--- src/verilog/fcr_pkg.sv ---
// constants and types for the floppy command and result-status block
package fcr_pkg;
   typedef enum logic [2:0] {CMD_READ, CMD_WRITE, CMD_WRITE_DEL, CMD_READ_DEL, CMD_READ_TRACK, CMD_READ_ID,
      CMD_SCAN, CMD_INVALID} fcr_cmd_t;
   typedef enum logic [1:0] {PH_IDLE, PH_CMD, PH_EXEC, PH_RESULT} fcr_phase_t;
   // opcode low five bits
   localparam logic [4:0] OP_READ = 5'h06;
   localparam logic [4:0] OP_WRITE = 5'h05;
   localparam logic [4:0] OP_WRITE_DEL = 5'h09;
   localparam logic [4:0] OP_READ_DEL = 5'h0C;
   localparam logic [4:0] OP_READ_TRACK = 5'h02;
   localparam logic [4:0] OP_READ_ID = 5'h0A;
   localparam logic [4:0] OP_SCAN_EQ = 5'h11;
   localparam logic [4:0] OP_SCAN_LE = 5'h19;
   localparam logic [4:0] OP_SCAN_HE = 5'h1D;
   // command byte fields
   localparam int MT_BIT = 7;
   localparam int DENS_BIT = 6;
   localparam int SKIP_BIT = 5;
   localparam int SEEK_BIT = 7;
   localparam int HEAD_BIT = 2;
   localparam logic [3:0] LEN_XFER = 4'h9;
   localparam logic [3:0] LEN_ID = 4'h2;
   localparam int CMD_MAX = 9;
   localparam int RES_LEN = 7;
   localparam logic [2:0] RES_LAST_FULL = 3'h6;
   localparam logic [2:0] RES_LAST_INVALID = 3'h0;
   localparam logic [7:0] BAD_TRACK_ID = 8'hFF;
   // interrupt codes of the first status byte
   localparam logic [1:0] IC_NORMAL = 2'h0;
   localparam logic [1:0] IC_ABNORMAL = 2'h1;
   localparam logic [1:0] IC_INVALID = 2'h2;
   // sticky event flags
   localparam int F_CTRL_MARK = 0;
   localparam int F_DATA_CRC = 1;
   localparam int F_ID_CRC = 2;
   localparam int F_NOT_FOUND = 3;
   localparam int F_TRK_DIFF = 4;
   localparam int F_TRK_FF = 5;
   localparam int F_SCAN_EQ = 6;
   localparam int F_SCAN_NOT = 7;
   localparam int F_NO_DMARK = 8;
   localparam int F_NO_IDMARK = 9;
   localparam int F_EOT = 10;
   localparam int F_OVERRUN = 11;
   localparam int F_NOT_WRITABLE = 12;
   localparam int F_ABORT = 13;
   localparam int FLAG_N = 14;
endpackage

--- src/verilog/fcr_cmd_decode.sv ---
// opcode byte decoder: command kind, length and flags
`timescale 1ns/1ps
module fcr_cmd_decode
(
   // opcode byte
   input wire logic [7:0] i_opcode,
   // decoded
   output fcr_pkg::fcr_cmd_t o_kind,
   output logic [3:0] o_len,
   output logic o_multi_track,
   output logic o_density,
   output logic o_skip
);
   import fcr_pkg::*;

   logic [4:0] low;
   logic is_read, is_write, is_wdel, is_rdel, is_track, is_id, is_scan;

   assign low = i_opcode[4:0];
   assign is_read = (low == OP_READ);
   assign is_write = (low == OP_WRITE);
   assign is_wdel = (low == OP_WRITE_DEL);
   assign is_rdel = (low == OP_READ_DEL);
   // fixed-zero top bits are checked so stray opcodes come back invalid
   assign is_track = (low == OP_READ_TRACK) & ~i_opcode[MT_BIT];
   assign is_id = (low == OP_READ_ID) & ~i_opcode[MT_BIT] & ~i_opcode[SKIP_BIT];
   assign is_scan = (low == OP_SCAN_EQ) | (low == OP_SCAN_LE) | (low == OP_SCAN_HE);

   assign o_kind = is_read ? CMD_READ :
                   is_write ? CMD_WRITE :
                   is_wdel ? CMD_WRITE_DEL :
                   is_rdel ? CMD_READ_DEL :
                   is_track ? CMD_READ_TRACK :
                   is_id ? CMD_READ_ID :
                   is_scan ? CMD_SCAN : CMD_INVALID;
   assign o_len = is_id ? LEN_ID : LEN_XFER;
   assign o_multi_track = i_opcode[MT_BIT] & ~is_track & ~is_id;
   assign o_density = i_opcode[DENS_BIT];
   // writes carry no skip; forced low whatever the host sent
   assign o_skip = i_opcode[SKIP_BIT] & ~is_write & ~is_wdel & ~is_id;
endmodule

--- src/verilog/fcr_cmd_result.sv ---
// top: command byte collection, event capture, result phase
`timescale 1ns/1ps
module fcr_cmd_result
(
   // clock and reset
   input wire logic I_CLK_SYS,
   input wire logic I_SYS_RST,
   // host data register
   input wire logic I_DATA_WR,
   input wire logic [7:0] I_DATA_IN,
   input wire logic I_DATA_RD,
   output logic [7:0] O_DATA_OUT,
   output logic O_CMD_PHASE,
   output logic O_EXEC_PHASE,
   output logic O_RESULT_PHASE,
   // decoded command to the execution engine
   output logic O_CMD_START,
   output fcr_pkg::fcr_cmd_t O_CMD_KIND,
   output logic O_MULTI_TRACK,
   output logic O_DENSITY,
   output logic O_SKIP,
   output logic O_IMPLIED_SEEK,
   output logic O_HEAD,
   output logic [1:0] O_DRIVE,
   output logic [7:0] O_TRACK,
   output logic [7:0] O_HEAD_NUM,
   output logic [7:0] O_SECTOR,
   output logic [7:0] O_SIZE_CODE,
   output logic [7:0] O_END_SECTOR,
   output logic [7:0] O_GAP_LEN,
   output logic [7:0] O_DATA_LEN,
   // execution events
   input wire logic I_EXEC_DONE,
   input wire logic I_DATA_MARK,
   input wire logic I_MARK_DELETED,
   input wire logic I_DATA_CRC_ERR,
   input wire logic I_ID_CRC_ERR,
   input wire logic I_ID_SEEN,
   input wire logic [7:0] I_ID_TRACK,
   input wire logic [7:0] I_TRACK_REG,
   input wire logic I_SECTOR_NOT_FOUND,
   input wire logic I_SCAN_EQUAL,
   input wire logic I_SCAN_NOT_MET,
   input wire logic I_NO_DATA_MARK,
   input wire logic I_NO_ID_MARK,
   input wire logic I_END_OF_TRACK,
   input wire logic I_OVERRUN,
   input wire logic I_NOT_WRITABLE,
   input wire logic I_ABORT,
   // final position for the result bytes
   input wire logic [7:0] I_RES_TRACK,
   input wire logic [7:0] I_RES_HEAD,
   input wire logic [7:0] I_RES_SECTOR,
   input wire logic [7:0] I_RES_SIZE,
   // drive pins
   input wire logic I_WRITE_PROTECT,
   input wire logic I_DRIVE_READY,
   input wire logic I_TRACK_ZERO,
   // status views
   output logic [7:0] O_EXT_STATUS_TWO,
   output logic [7:0] O_DRIVE_STATUS
);
   import fcr_pkg::*;

   fcr_phase_t phase;
   fcr_phase_t next_phase;
   fcr_cmd_t cmd_kind;
   fcr_cmd_t dec_kind;
   logic [7:0] cmd_byte [0:CMD_MAX-1];
   logic [7:0] res_byte [0:RES_LEN-1];
   logic [3:0] cmd_idx;
   logic [3:0] cmd_len;
   logic [3:0] dec_len;
   logic [2:0] res_idx;
   logic [2:0] res_last;
   logic dec_mt, dec_dens, dec_skip;
   logic mt, dens, skip;
   logic [FLAG_N-1:0] flags;
   logic [FLAG_N-1:0] next_flags;
   logic [FLAG_N-1:0] flag_set;
   logic [7:0] st0, st1, st2, st3;
   logic [7:0] data_out;
   logic [7:0] ext_two;
   logic [7:0] drv_status;
   logic start_pulse;

   logic in_idle, in_cmd, in_exec, in_result;
   logic first_wr, start_valid, start_invalid, last_byte;
   logic exec_done, res_take, res_end, flag_clear;
   logic mark_normal_cmd, mark_bad, trk_diff;

   assign in_idle = (phase == PH_IDLE);
   assign in_cmd = (phase == PH_CMD);
   assign in_exec = (phase == PH_EXEC);
   assign in_result = (phase == PH_RESULT);
   assign first_wr = in_idle & I_DATA_WR;
   assign start_valid = first_wr & (dec_kind != CMD_INVALID);
   assign start_invalid = first_wr & (dec_kind == CMD_INVALID);
   assign last_byte = in_cmd & I_DATA_WR & (cmd_idx == cmd_len - 4'h1);
   assign exec_done = in_exec & I_EXEC_DONE;
   // reads outside the result phase are ignored
   assign res_take = in_result & I_DATA_RD;
   assign res_end = res_take & (res_idx == res_last);
   assign flag_clear = last_byte | start_invalid;

   fcr_cmd_decode u_decode
   (
      .i_opcode(I_DATA_IN),
      .o_kind(dec_kind),
      .o_len(dec_len),
      .o_multi_track(dec_mt),
      .o_density(dec_dens),
      .o_skip(dec_skip)
   );

   // event capture, only while a command executes
   assign mark_normal_cmd = (cmd_kind == CMD_READ) | (cmd_kind == CMD_SCAN);
   assign mark_bad = (cmd_kind == CMD_READ_DEL) ? ~I_MARK_DELETED : (mark_normal_cmd & I_MARK_DELETED);
   assign trk_diff = I_ID_SEEN & (I_ID_TRACK != I_TRACK_REG);
   assign flag_set[F_CTRL_MARK] = in_exec & I_DATA_MARK & mark_bad;
   assign flag_set[F_DATA_CRC] = in_exec & I_DATA_CRC_ERR;
   assign flag_set[F_ID_CRC] = in_exec & I_ID_CRC_ERR;
   assign flag_set[F_NOT_FOUND] = in_exec & I_SECTOR_NOT_FOUND;
   assign flag_set[F_TRK_DIFF] = in_exec & trk_diff;
   assign flag_set[F_TRK_FF] = in_exec & trk_diff & (I_ID_TRACK == BAD_TRACK_ID);
   assign flag_set[F_SCAN_EQ] = in_exec & (cmd_kind == CMD_SCAN) & I_SCAN_EQUAL;
   assign flag_set[F_SCAN_NOT] = in_exec & (cmd_kind == CMD_SCAN) & I_SCAN_NOT_MET;
   assign flag_set[F_NO_DMARK] = in_exec & I_NO_DATA_MARK;
   assign flag_set[F_NO_IDMARK] = in_exec & I_NO_ID_MARK;
   assign flag_set[F_EOT] = in_exec & I_END_OF_TRACK;
   assign flag_set[F_OVERRUN] = in_exec & I_OVERRUN;
   assign flag_set[F_NOT_WRITABLE] = in_exec & I_NOT_WRITABLE;
   assign flag_set[F_ABORT] = in_exec & I_ABORT;
   // set beats clear, but an event on the clearing edge is lost: capture runs only in the execution phase
   assign next_flags = (flag_clear ? {FLAG_N{1'b0}} : flags) | flag_set;

   // encoder sees next_flags so an event on the done edge still counts
   fcr_status_encode u_status
   (
      .i_flags(next_flags),
      .i_invalid(start_invalid),
      .i_head(cmd_byte[1][HEAD_BIT]),
      .i_drive(cmd_byte[1][1:0]),
      .i_write_protect(I_WRITE_PROTECT),
      .i_ready(I_DRIVE_READY),
      .i_track_zero(I_TRACK_ZERO),
      .o_st0(st0),
      .o_st1(st1),
      .o_st2(st2),
      .o_st3(st3)
   );

   always_comb
   begin
      next_phase = phase;
      unique case (phase)
         PH_IDLE:
         begin
            if (start_valid)
               next_phase = PH_CMD;
            else if (start_invalid)
               next_phase = PH_RESULT;
         end
         PH_CMD:
         begin
            if (last_byte)
               next_phase = PH_EXEC;
         end
         PH_EXEC:
         begin
            if (I_EXEC_DONE)
               next_phase = PH_RESULT;
         end
         PH_RESULT:
         begin
            if (res_end)
               next_phase = PH_IDLE;
         end
      endcase
   end

   always_ff @(posedge I_CLK_SYS)
   begin
      if (I_SYS_RST)
         phase <= PH_IDLE;
      else
         phase <= next_phase;
   end

   // opcode flags and command length latch on the first byte
   always_ff @(posedge I_CLK_SYS)
   begin
      if (I_SYS_RST)
      begin
         cmd_kind <= CMD_INVALID;
         cmd_len <= LEN_XFER;
         mt <= 1'b0;
         dens <= 1'b0;
         skip <= 1'b0;
      end
      else if (first_wr)
      begin
         cmd_kind <= dec_kind;
         cmd_len <= dec_len;
         mt <= dec_mt;
         dens <= dec_dens;
         skip <= dec_skip;
      end
   end

   // command bytes; stale bytes are wiped so a short command shows zeros
   always_ff @(posedge I_CLK_SYS)
   begin
      if (I_SYS_RST)
      begin
         cmd_idx <= 4'h0;
         for (int i = 0; i < CMD_MAX; i++)
            cmd_byte[i] <= 8'h00;
      end
      else if (first_wr)
      begin
         cmd_idx <= 4'h1;
         for (int i = 0; i < CMD_MAX; i++)
            cmd_byte[i] <= (i == 0) ? I_DATA_IN : 8'h00;
      end
      else if (in_cmd & I_DATA_WR)
      begin
         cmd_idx <= cmd_idx + 4'h1;
         cmd_byte[cmd_idx] <= I_DATA_IN;
      end
   end

   always_ff @(posedge I_CLK_SYS)
   begin
      if (I_SYS_RST)
         flags <= {FLAG_N{1'b0}};
      else
         flags <= next_flags;
   end

   always_ff @(posedge I_CLK_SYS)
   begin
      if (I_SYS_RST)
         start_pulse <= 1'b0;
      else
         start_pulse <= last_byte;
   end

   // result bytes captured once; the host then walks them in order
   always_ff @(posedge I_CLK_SYS)
   begin
      if (I_SYS_RST)
      begin
         res_last <= RES_LAST_FULL;
         for (int i = 0; i < RES_LEN; i++)
            res_byte[i] <= 8'h00;
      end
      else if (exec_done)
      begin
         res_last <= RES_LAST_FULL;
         res_byte[0] <= st0;
         res_byte[1] <= st1;
         res_byte[2] <= st2;
         res_byte[3] <= I_RES_TRACK;
         res_byte[4] <= I_RES_HEAD;
         res_byte[5] <= I_RES_SECTOR;
         res_byte[6] <= I_RES_SIZE;
      end
      else if (start_invalid)
      begin
         res_last <= RES_LAST_INVALID;
         res_byte[0] <= st0;
      end
   end

   always_ff @(posedge I_CLK_SYS)
   begin
      if (I_SYS_RST)
      begin
         res_idx <= 3'h0;
         data_out <= 8'h00;
      end
      else if (exec_done | start_invalid)
      begin
         res_idx <= 3'h0;
         data_out <= st0;
      end
      else if (res_take)
      begin
         res_idx <= res_end ? 3'h0 : res_idx + 3'h1;
         data_out <= res_end ? 8'h00 : res_byte[res_idx + 3'h1];
      end
   end

   // live status views, one clock behind their sources
   always_ff @(posedge I_CLK_SYS)
   begin
      if (I_SYS_RST)
      begin
         ext_two <= 8'h00;
         drv_status <= 8'h00;
      end
      else
      begin
         ext_two <= st2;
         drv_status <= st3;
      end
   end

   assign O_DATA_OUT = data_out;
   assign O_CMD_PHASE = in_cmd;
   assign O_EXEC_PHASE = in_exec;
   assign O_RESULT_PHASE = in_result;
   assign O_CMD_START = start_pulse;
   assign O_CMD_KIND = cmd_kind;
   assign O_MULTI_TRACK = mt;
   assign O_DENSITY = dens;
   assign O_SKIP = skip;
   assign O_IMPLIED_SEEK = cmd_byte[1][SEEK_BIT];
   assign O_HEAD = cmd_byte[1][HEAD_BIT];
   assign O_DRIVE = cmd_byte[1][1:0];
   assign O_TRACK = cmd_byte[2];
   assign O_HEAD_NUM = cmd_byte[3];
   assign O_SECTOR = cmd_byte[4];
   assign O_SIZE_CODE = cmd_byte[5];
   assign O_END_SECTOR = cmd_byte[6];
   assign O_GAP_LEN = cmd_byte[7];
   assign O_DATA_LEN = cmd_byte[8];
   assign O_EXT_STATUS_TWO = ext_two;
   assign O_DRIVE_STATUS = drv_status;
endmodule

--- src/verilog/fcr_status_encode.sv ---
// builds the four status bytes from sticky flags and drive pins
`timescale 1ns/1ps
module fcr_status_encode
(
   // sources
   input wire logic [fcr_pkg::FLAG_N-1:0] i_flags,
   input wire logic i_invalid,
   input wire logic i_head,
   input wire logic [1:0] i_drive,
   input wire logic i_write_protect,
   input wire logic i_ready,
   input wire logic i_track_zero,
   // status bytes
   output logic [7:0] o_st0,
   output logic [7:0] o_st1,
   output logic [7:0] o_st2,
   output logic [7:0] o_st3
);
   import fcr_pkg::*;

   logic abnormal;
   logic [1:0] code;
   logic wrong_track, bad_track;

   assign wrong_track = i_flags[F_NOT_FOUND] & i_flags[F_TRK_DIFF];
   assign bad_track = i_flags[F_NOT_FOUND] & i_flags[F_TRK_FF];

   assign o_st1 = {i_flags[F_EOT], 1'b0,
                   i_flags[F_DATA_CRC] | i_flags[F_ID_CRC],
                   i_flags[F_OVERRUN], 1'b0, i_flags[F_NOT_FOUND], i_flags[F_NOT_WRITABLE],
                   i_flags[F_NO_DMARK] | i_flags[F_NO_IDMARK]};
   assign o_st2 = {1'b0,
                   i_flags[F_CTRL_MARK],
                   i_flags[F_DATA_CRC],
                   wrong_track,
                   i_flags[F_SCAN_EQ],
                   i_flags[F_SCAN_NOT],
                   bad_track,
                   i_flags[F_NO_DMARK]};
   assign o_st3 = {1'b0, i_write_protect, i_ready, i_track_zero,
                   1'b0, i_head, i_drive};

   // scan outcomes are informational, not a failed command
   assign abnormal = i_flags[F_ABORT] | (|o_st1) | i_flags[F_CTRL_MARK] | wrong_track | bad_track;
   assign code = i_invalid ? IC_INVALID : (abnormal ? IC_ABNORMAL : IC_NORMAL);
   assign o_st0 = {code, 3'h0, i_head, i_drive};
endmodule
--- config.mk ---
export PLATFORM = sky130hd
export DESIGN_NAME = fcr_cmd_result
export DESIGN_NICKNAME = d
export VERILOG_FILES = /design/src/verilog/fcr_pkg.sv /design/src/verilog/fcr_cmd_decode.sv /design/src/verilog/fcr_cmd_result.sv /design/src/verilog/fcr_status_encode.sv
export SDC_FILE = /design/constraint.sdc
export NUM_CORES = 1
export LEC_CHECK = 0
export ABC_AREA = 1
export BUFFER_PORTS_ARGS = -buffer_cell sky130_fd_sc_hd__buf_2
export CORE_ASPECT_RATIO = 1.25
export CORE_UTILIZATION = 45
export DETAILED_ROUTE_END_ITERATION = 6
export GPL_TIMING_DRIVEN = 1
export PLACE_DENSITY = 0.68
export SYNTH_ARGS = -nofsm -noshare
export SYNTH_HDL_FRONTEND = slang
export SYNTH_HIERARCHICAL = 1
export SYNTH_SLANG_ARGS = --single-unit
--- constraint.sdc ---
create_clock -name I_CLK_SYS -period 7.3 [get_ports I_CLK_SYS]
set_clock_uncertainty 0.2 [all_clocks]
set_input_delay 0.365 -clock I_CLK_SYS [delete_from_list [all_inputs] [get_ports I_CLK_SYS]]
set_output_delay 0.365 -clock I_CLK_SYS [all_outputs]
set_load 0.005 [all_outputs]
==> results of run 1 <==
cell type report:
type                            instances  area [um2]  share of cell area, %
Inverter                              115         434                   4.55
Clock buffer                           17         425                   4.46
Tap cell                              224         280                   2.94
Sequential cell                       175        4580                   48.1
Antenna cell                            3        7.51                 0.0787
Timing Repair Buffer                  185         988                   10.4
Multi-Input combinational cell        557        2630                   27.6
Clock inverter                         15         188                   1.97
worst min path at each step:
| stage | start | to | depth (start not counted) |
|---|---|---|---|
| floorplan | res_byte[6][0] | res_byte[6][0] | 2 |
| global placement | res_byte[6][1] | res_byte[6][1] | 2 |
| detailed placement | res_byte[6][1] | res_byte[6][1] | 2 |
| CTS | I_DATA_IN[6] | O_DENSITY | 3 |
| global route | I_DATA_IN[6] | O_DENSITY | 3 |
| finish | I_DATA_IN[6] | O_DENSITY | 3 |
cell families (layout without fill, tap and decap cells):
kind of cell | Yosys count | in the layout | synth area share, %
other | 2 | 12 | 0.0936
adders and majority gates | 11 | 11 | 1.71
and+or+nand+nor | 450 | 450 | 24.4
buffers and inverters | 178 | 332 | 10.4
DFF | 175 | 175 | 57.1
xor gates and xnor gates | 10 | 10 | 1.09
AOI/OAI and AO/OA | 77 | 77 | 5.10
flip-flops by register name (all words and copies together) (netlist names), 4 cells and up:
register / count
res_byte: 56
cmd_idx: 4
O_EXT_STATUS_TWO: 8
O_DATA_OUT: 8
cmd_len: 4
O_DRIVE_STATUS: 8
cmd_byte: 60
flags: 14
metrics by stage:
stage | total power (uW) | area, um2 | hold WS (ns) | utilization (%) | instances
after detailed placement | 1970 | 8810 | 0.246 | 50.5 | 1245
after floorplan | 1760 | 8050 | 0.214 | - | 910
after global placement | 1960 | 8810 | 0.237 | 50.5 | 1245
final | 2870 | 9540 | 0.0188 | 54.7 | 1291
after CTS | 2900 | 9530 | 0.0102 | 54.7 | 1288
after global routing | 3040 | 9540 | 0.0166 | 54.7 | 1290
timing repair:
action	CTS	global route
setup buffers	0	0
gates resized for setup	0	0
hold buffers	11	0
hold endpoints to repair	11	0
metal layers:
layer | routed length (um) | vias up | track usage (%)
li1 | - | 3136 | -
met3 | 1400 | 39 | 6.66
met1 | 7480 | 2822 | 24.4
met4 | 569 | 2 | 10.2
met2 | 9800 | 202 | 37.6
met5 | 13 | - | 0
synth_stat cells (all sizes together):
master	count	area [um2]
a21oi	41	209
buf	50	355
clkbuf	13	48.8
conb	2	7.51
dfxtp	67	1340
edfxtp	108	3240
ha	11	138
inv	115	434
nand2	161	614
nand3	60	385
nand4	6	52.6
nor2	214	845
nor3	2	21.3
o2111ai	1	8.76
o211ai	5	37.5
o21ai	28	140
o21bai	1	7.51
o22ai	1	6.26
or2	7	43.8
xnor2	9	78.8
xor2	1	8.76
cell usage in the layout, fill, tap and decap left out, types with 5 or more instances in the layout:
| master | instances |
|---|---|
| nor2_1 | 207 |
| buf_2 | 171 |
| nand2_1 | 157 |
| inv_1 | 110 |
| edfxtp_1 | 108 |
| dfxtp_1 | 67 |
| nand3_1 | 52 |
| a21oi_1 | 40 |
| o21ai_0 | 28 |
| clkbuf_16 | 17 |
| ha_1 | 11 |
| dlygate4sd3_1 | 11 |
| xnor2_1 | 9 |
| conb_1 | 9 |
| or2_2 | 7 |
| nand3_4 | 6 |
| nand4_1 | 5 |
| o211ai_1 | 5 |
| inv_8 | 5 |
power by group through the flow:
stage                     combinational [uW]  clock [uW]  sequential [uW]
final                                    648         929             1300
after floorplan                          445           0             1310
after detailed placement                 646           0             1320
after CTS                                654         944             1300
after global routing                     736         987             1310
after global placement                   643           0             1310
critical path, delay by kind of cell, from the launching register on:
| family | cells | cell delay [ns] |
|---|---|---|
| simple gates | 5 | 1.38 |
| fa+ha+maj | 1 | 0.23 |
| buf+inv | 3 | 0.36 |
| flops | 1 | 0.40 |
==> results.cfg, run 1 <==
[floorplan]
die_y_um = 151
pin_count = 172
start_util_pct = 46.0
dieWidth_um = 121
dieArea_mm2 = 0.0184
rows = 54
core-area_mm2 = 0.0174

[routing]
antenna_left = 0
via_per_inst = 4.80
num_vias = 6201
drt-total-wl_um = 19300
drc = 0
drtPass1Iterations = 5
routedWlPerCell_um = 14.9
dr.first_iter.drc_count = 373

[outcome]
outcome = completed

[setup_path]
critPathMaxFanout = 14
critPathLaunch = phase[0]
start_kind = flop
required_ns = 7.19
slowest_delay_ns = 0.40
cp.arrival_ns = 2.81
crit_type = flop to flop
worstReg2RegStart = phase[0]
worstRegToRegCells = 9
end_kind = flop
cp_cell_sequence = inv_1, ha_1, nand2_2, inv_4, nor2_4, inv_2, nor2_8, nand4_4, nand2_1
r2r_end = cmd_byte[8][0]
crit_end = cmd_byte[8][0]
cp_slowest_cell = dfxtp_1
rrSetupSlack_ns = 4.39

[global_routing]
grt_pass1_vias = 5909
grt.overflow.total = 0
grt_start_max_net_pins = 51
grt_antenna_before_repair = 4
grt_use_total_pct = 21.8
grt_pass1_wl_um = 29800

[timing]
rsz0062_at_grt = false
setup_tns_ns = 0
timing.final.crit_period_ns = 2.91
finalSetupViolations = 0
maxSlewHeadroom_pct = 33.8
min_period_over_period_pct = 39.9
worst_pin_slew_ns = 0.993
finalWorstSetupSlack_ns = 4.39
slew_violations = 0
timing_hold_violations_final = 0
fmax_mhz = 344

[synth]
synth.yosys.warnings = 6
synth_seq_cells = 175
syn_inst = 903
ys_types = 35
ys_seq_area_share_pct = 57.1
syn_area_mm2 = 0.00803
syn_area_per_cell_um2 = 8.89

[power_and_ir_drop]
swShare_pct = 32.3
pwr-share-clk_pct = 32.3
netSwitchingPower_uw = 928
leakage_uw = 0.00449
power_frac_comb_pct = 22.5
pwr-share-seq_pct = 45.1
ir_drop_mv = 0.172
power.internal_uw = 1950
p_per_area_mw_per_mm2 = 301

[clock_network]
cts_sinks = 175
cts_buffer_depth = 2
clk_latency_ns = 0.43
clk_pin_slew_ns = 0.07
cts_htree_levels = 4
cts_buffers = 17
cts_tree = built
cts-root-buf = clkbuf_16

[placement]
dp_slack_ns = 4.34
io_buffer_count = 171
dp_hpwl_um = 14100
gp_congestion = 0.908

[finish]
fin_nets = 1140
drive_above_1_share_pct = 22.6
n_fill_cell = 1575
synthToLayoutAreaGrowth_pct = 18.8

[run]
cap_viol_max_count = 0

[worst_hold_path]
hold_path.class = primary input to flop
Power figures use the tool's default switching activity.
==> run 2, diff against run 1 <==
Settings changed: ABC_AREA 1 to 0.
Clock period 7.3 ns to 2.82 ns, I/O delays scaled along.
==> run 2 against run 1 <==
  * Area after synthesis fell by 2.3%
  * First-iteration DRC count is 10% lower
  * Setup slack got worse by 4.3 ns
==> results.cfg, run 2 <==
[outcome]
outcome = completed

[setup_path]
worst-path-buf-inv = 3
end_kind = flop
required_ns = 2.80
cp_slowest_cell = dlygate4sd3_1
start_kind = primary input
cp.arrival_ns = 2.73
critPathMaxFanout = 7
slowest_delay_ns = 0.51
cp_cell_sequence = dlygate4sd3_1, buf_2, and2b_1, a22oi_1, a21o_1, nand3_2, nor2_4, buf_12, a31oi_4, a22o_2, nor4_1, a31oi_1, and2_1
crit_type = primary input to flop
cp_top_family = simple AND/OR/NAND/NOR gates

[clock_network]
cts_buffers = 17
clk_pin_slew_ns = 0.07
clk_latency_ns = 0.43
cts-root-buf = clkbuf_16
cts_tree = built
cts_htree_levels = 4
cts_sinks = 175
cts_buffer_depth = 2

[synth]
syn_inst = 682
synth_top_cell_by_area = edfxtp_1
syn_area_mm2 = 0.00785
synth.yosys.warnings = 6
ys.flop_type = edfxtp_1
synth_top_cell_area_share_pct = 41.3
ys_seq_area_share_pct = 58.4
synth_edf_count = 108
synth_seq_cells = 175
syn_area_per_cell_um2 = 11.5
yosys-top-cells-count = 108 x edfxtp_1, 81 x nand2_1, 67 x dfxtp_1
synth_area_leaders = edfxtp_1 41%, dfxtp_1 17%, and2_1 4.9%
ys_types = 55
async_flop_share_pct = 0
synth_most_common_cell = edfxtp_1

[floorplan]
core-area_mm2 = 0.0169
pin_count = 172
rows = 53
start_util_pct = 46.4
dieArea_mm2 = 0.0180
die_y_um = 150
dieWidth_um = 120

[routing]
dr.first_iter.drc_count = 334
drc = 0
via_per_inst = 5.05
drtPass1Iterations = 4
routedWlPerCell_um = 17.4
drt-total-wl_um = 19800
antenna_left = 0
num_vias = 5724

[global_routing]
grt_antenna_before_repair = 1
grt.overflow.total = 0
grt_pass1_vias = 5797
grt_pass1_wl_um = 30400
grt_use_total_pct = 22.4
grt_start_max_net_pins = 68

[finish]
largest-register = cmd_byte
largest_reg_flops = 60
diodes = 0
multiInputGateArea_mm2 = 0.00289
n_fill_cell = 1428
synthToLayoutAreaGrowth_pct = 28.8
layout.cells.non_filler = 1134
seqCellArea_mm2 = 0.00459
drive_above_1_share_pct = 30.1
final_common_cell = buf_2
fin_nets = 990
post-route-util_pct = 59.8
most-common-layout-cells = 171 x buf_2, 108 x edfxtp_1, 81 x nand2_1
top_regs = cmd_byte: 60 flops, res_byte: 56 flops, flags: 14 flops

[timing]
worst_pin_slew_ns = 0.758
maxSlewHeadroom_pct = 49.3
slew_violations = 0
finalWorstSetupSlack_ns = 0.0659
finalSetupViolations = 0
timing_hold_violations_final = 0
timing.final.crit_period_ns = 2.75
min_period_over_period_pct = 97.7
fmax_mhz = 363

[power_and_ir_drop]
p_per_area_mw_per_mm2 = 741
ir_drop_mv = 0.458
leakage_uw = 0.00446

[placement]
gp_congestion = 0.845
io_buffer_count = 171
dp_hpwl_um = 13800
dp.cells = 1040
dp_slack_ns = -0.00546

[run]
cap_viol_max_count = 0

[worst_hold_path]
hold_path.class = primary input to flop
[run 2: tightest hold or removal path, delay by kind of cell]
kind,cells,cell delay [ns]
compound gates,1,0.05
buf+inv,1,0.14
simple gates,3,0.26
[run 2: worst paths after layout]
check	start	to	slack, ns	cells past startpoint
worst max-delay path	I_DATA_IN[1]	res_byte[0][6]	0.07	13
worst min-delay path	I_DATA_IN[3]	cmd_len[1]	0.02	5
worst max register to register	cmd_len[0]	res_byte[0][6]	0.11	10
worst min register to register	res_byte[6][5]	res_byte[6][5]	0.25	2
[run 2: final cells by class]
cell class	count	share of cell area, %
Clock buffer	20	4.42
Clock inverter	12	1.71
Inverter	14	0.520
Multi-Input combinational cell	434	28.6
Sequential cell	175	45.4
Tap cell	220	2.72
Timing Repair Buffer	259	16.7
[run 2: through the flow]
stage / power (uW) / hold slack, ns / setup TNS (ns) / area, um2
finish: 7480 / 0.0197 / 0 / 10100
global route: 7820 / 0.0371 / -0.0217 / 10100
CTS: 7450 / 0.00589 / 0 / 10000
detailed placement: 4930 / 0.160 / -0.00546 / 8820
global placement: 4900 / 0.152 / 0 / 8820
floorplan: 4330 / 0.0770 / 0 / 7870
[run 2: metal layers]
| metal | global-route usage (%) | share of wire [%] | wire (um) |
|---|---|---|---|
| met1 | 25.1 | 40 | 7810 |
| met2 | 39.3 | 52 | 10200 |
| met3 | 7.13 | 6.5 | 1280 |
| met4 | 8.63 | 2.3 | 452 |
| met5 | 0 | 0 | 0 |
[run 2: cells by family after synthesis]
kind of cell               count (synthesis)  synth area share [%]
DFF                                      175                  58.4
xor gates and xnor gates                  19                  2.12
adders and majority gates                 11                  1.75
buffers and inverters                     81                  5.82
other                                      2                0.0957
and+or+nand+nor                          297                  21.0
muxes                                     25                  4.59
AOI/OAI and AO/OA                         72                  6.22
[run 2: repair_timing]
| item | CTS | global route |
|---|---|---|
| setup endpoints to repair | 0 | 5 |
| hold endpoints to repair | 75 | 0 |
| gates resized for setup | 0 | 9 |
| hold buffers | 57 | 0 |
| buffers inserted | 0 | 4 |
[run 2: report_power, final]
part           internal [uW]  leakage, uW  switching (uW)
combinational            721      0.00247             944
sequential              3170      0.00169             178
clock                   1450     0.000300            1020
total                   5340      0.00446            2140
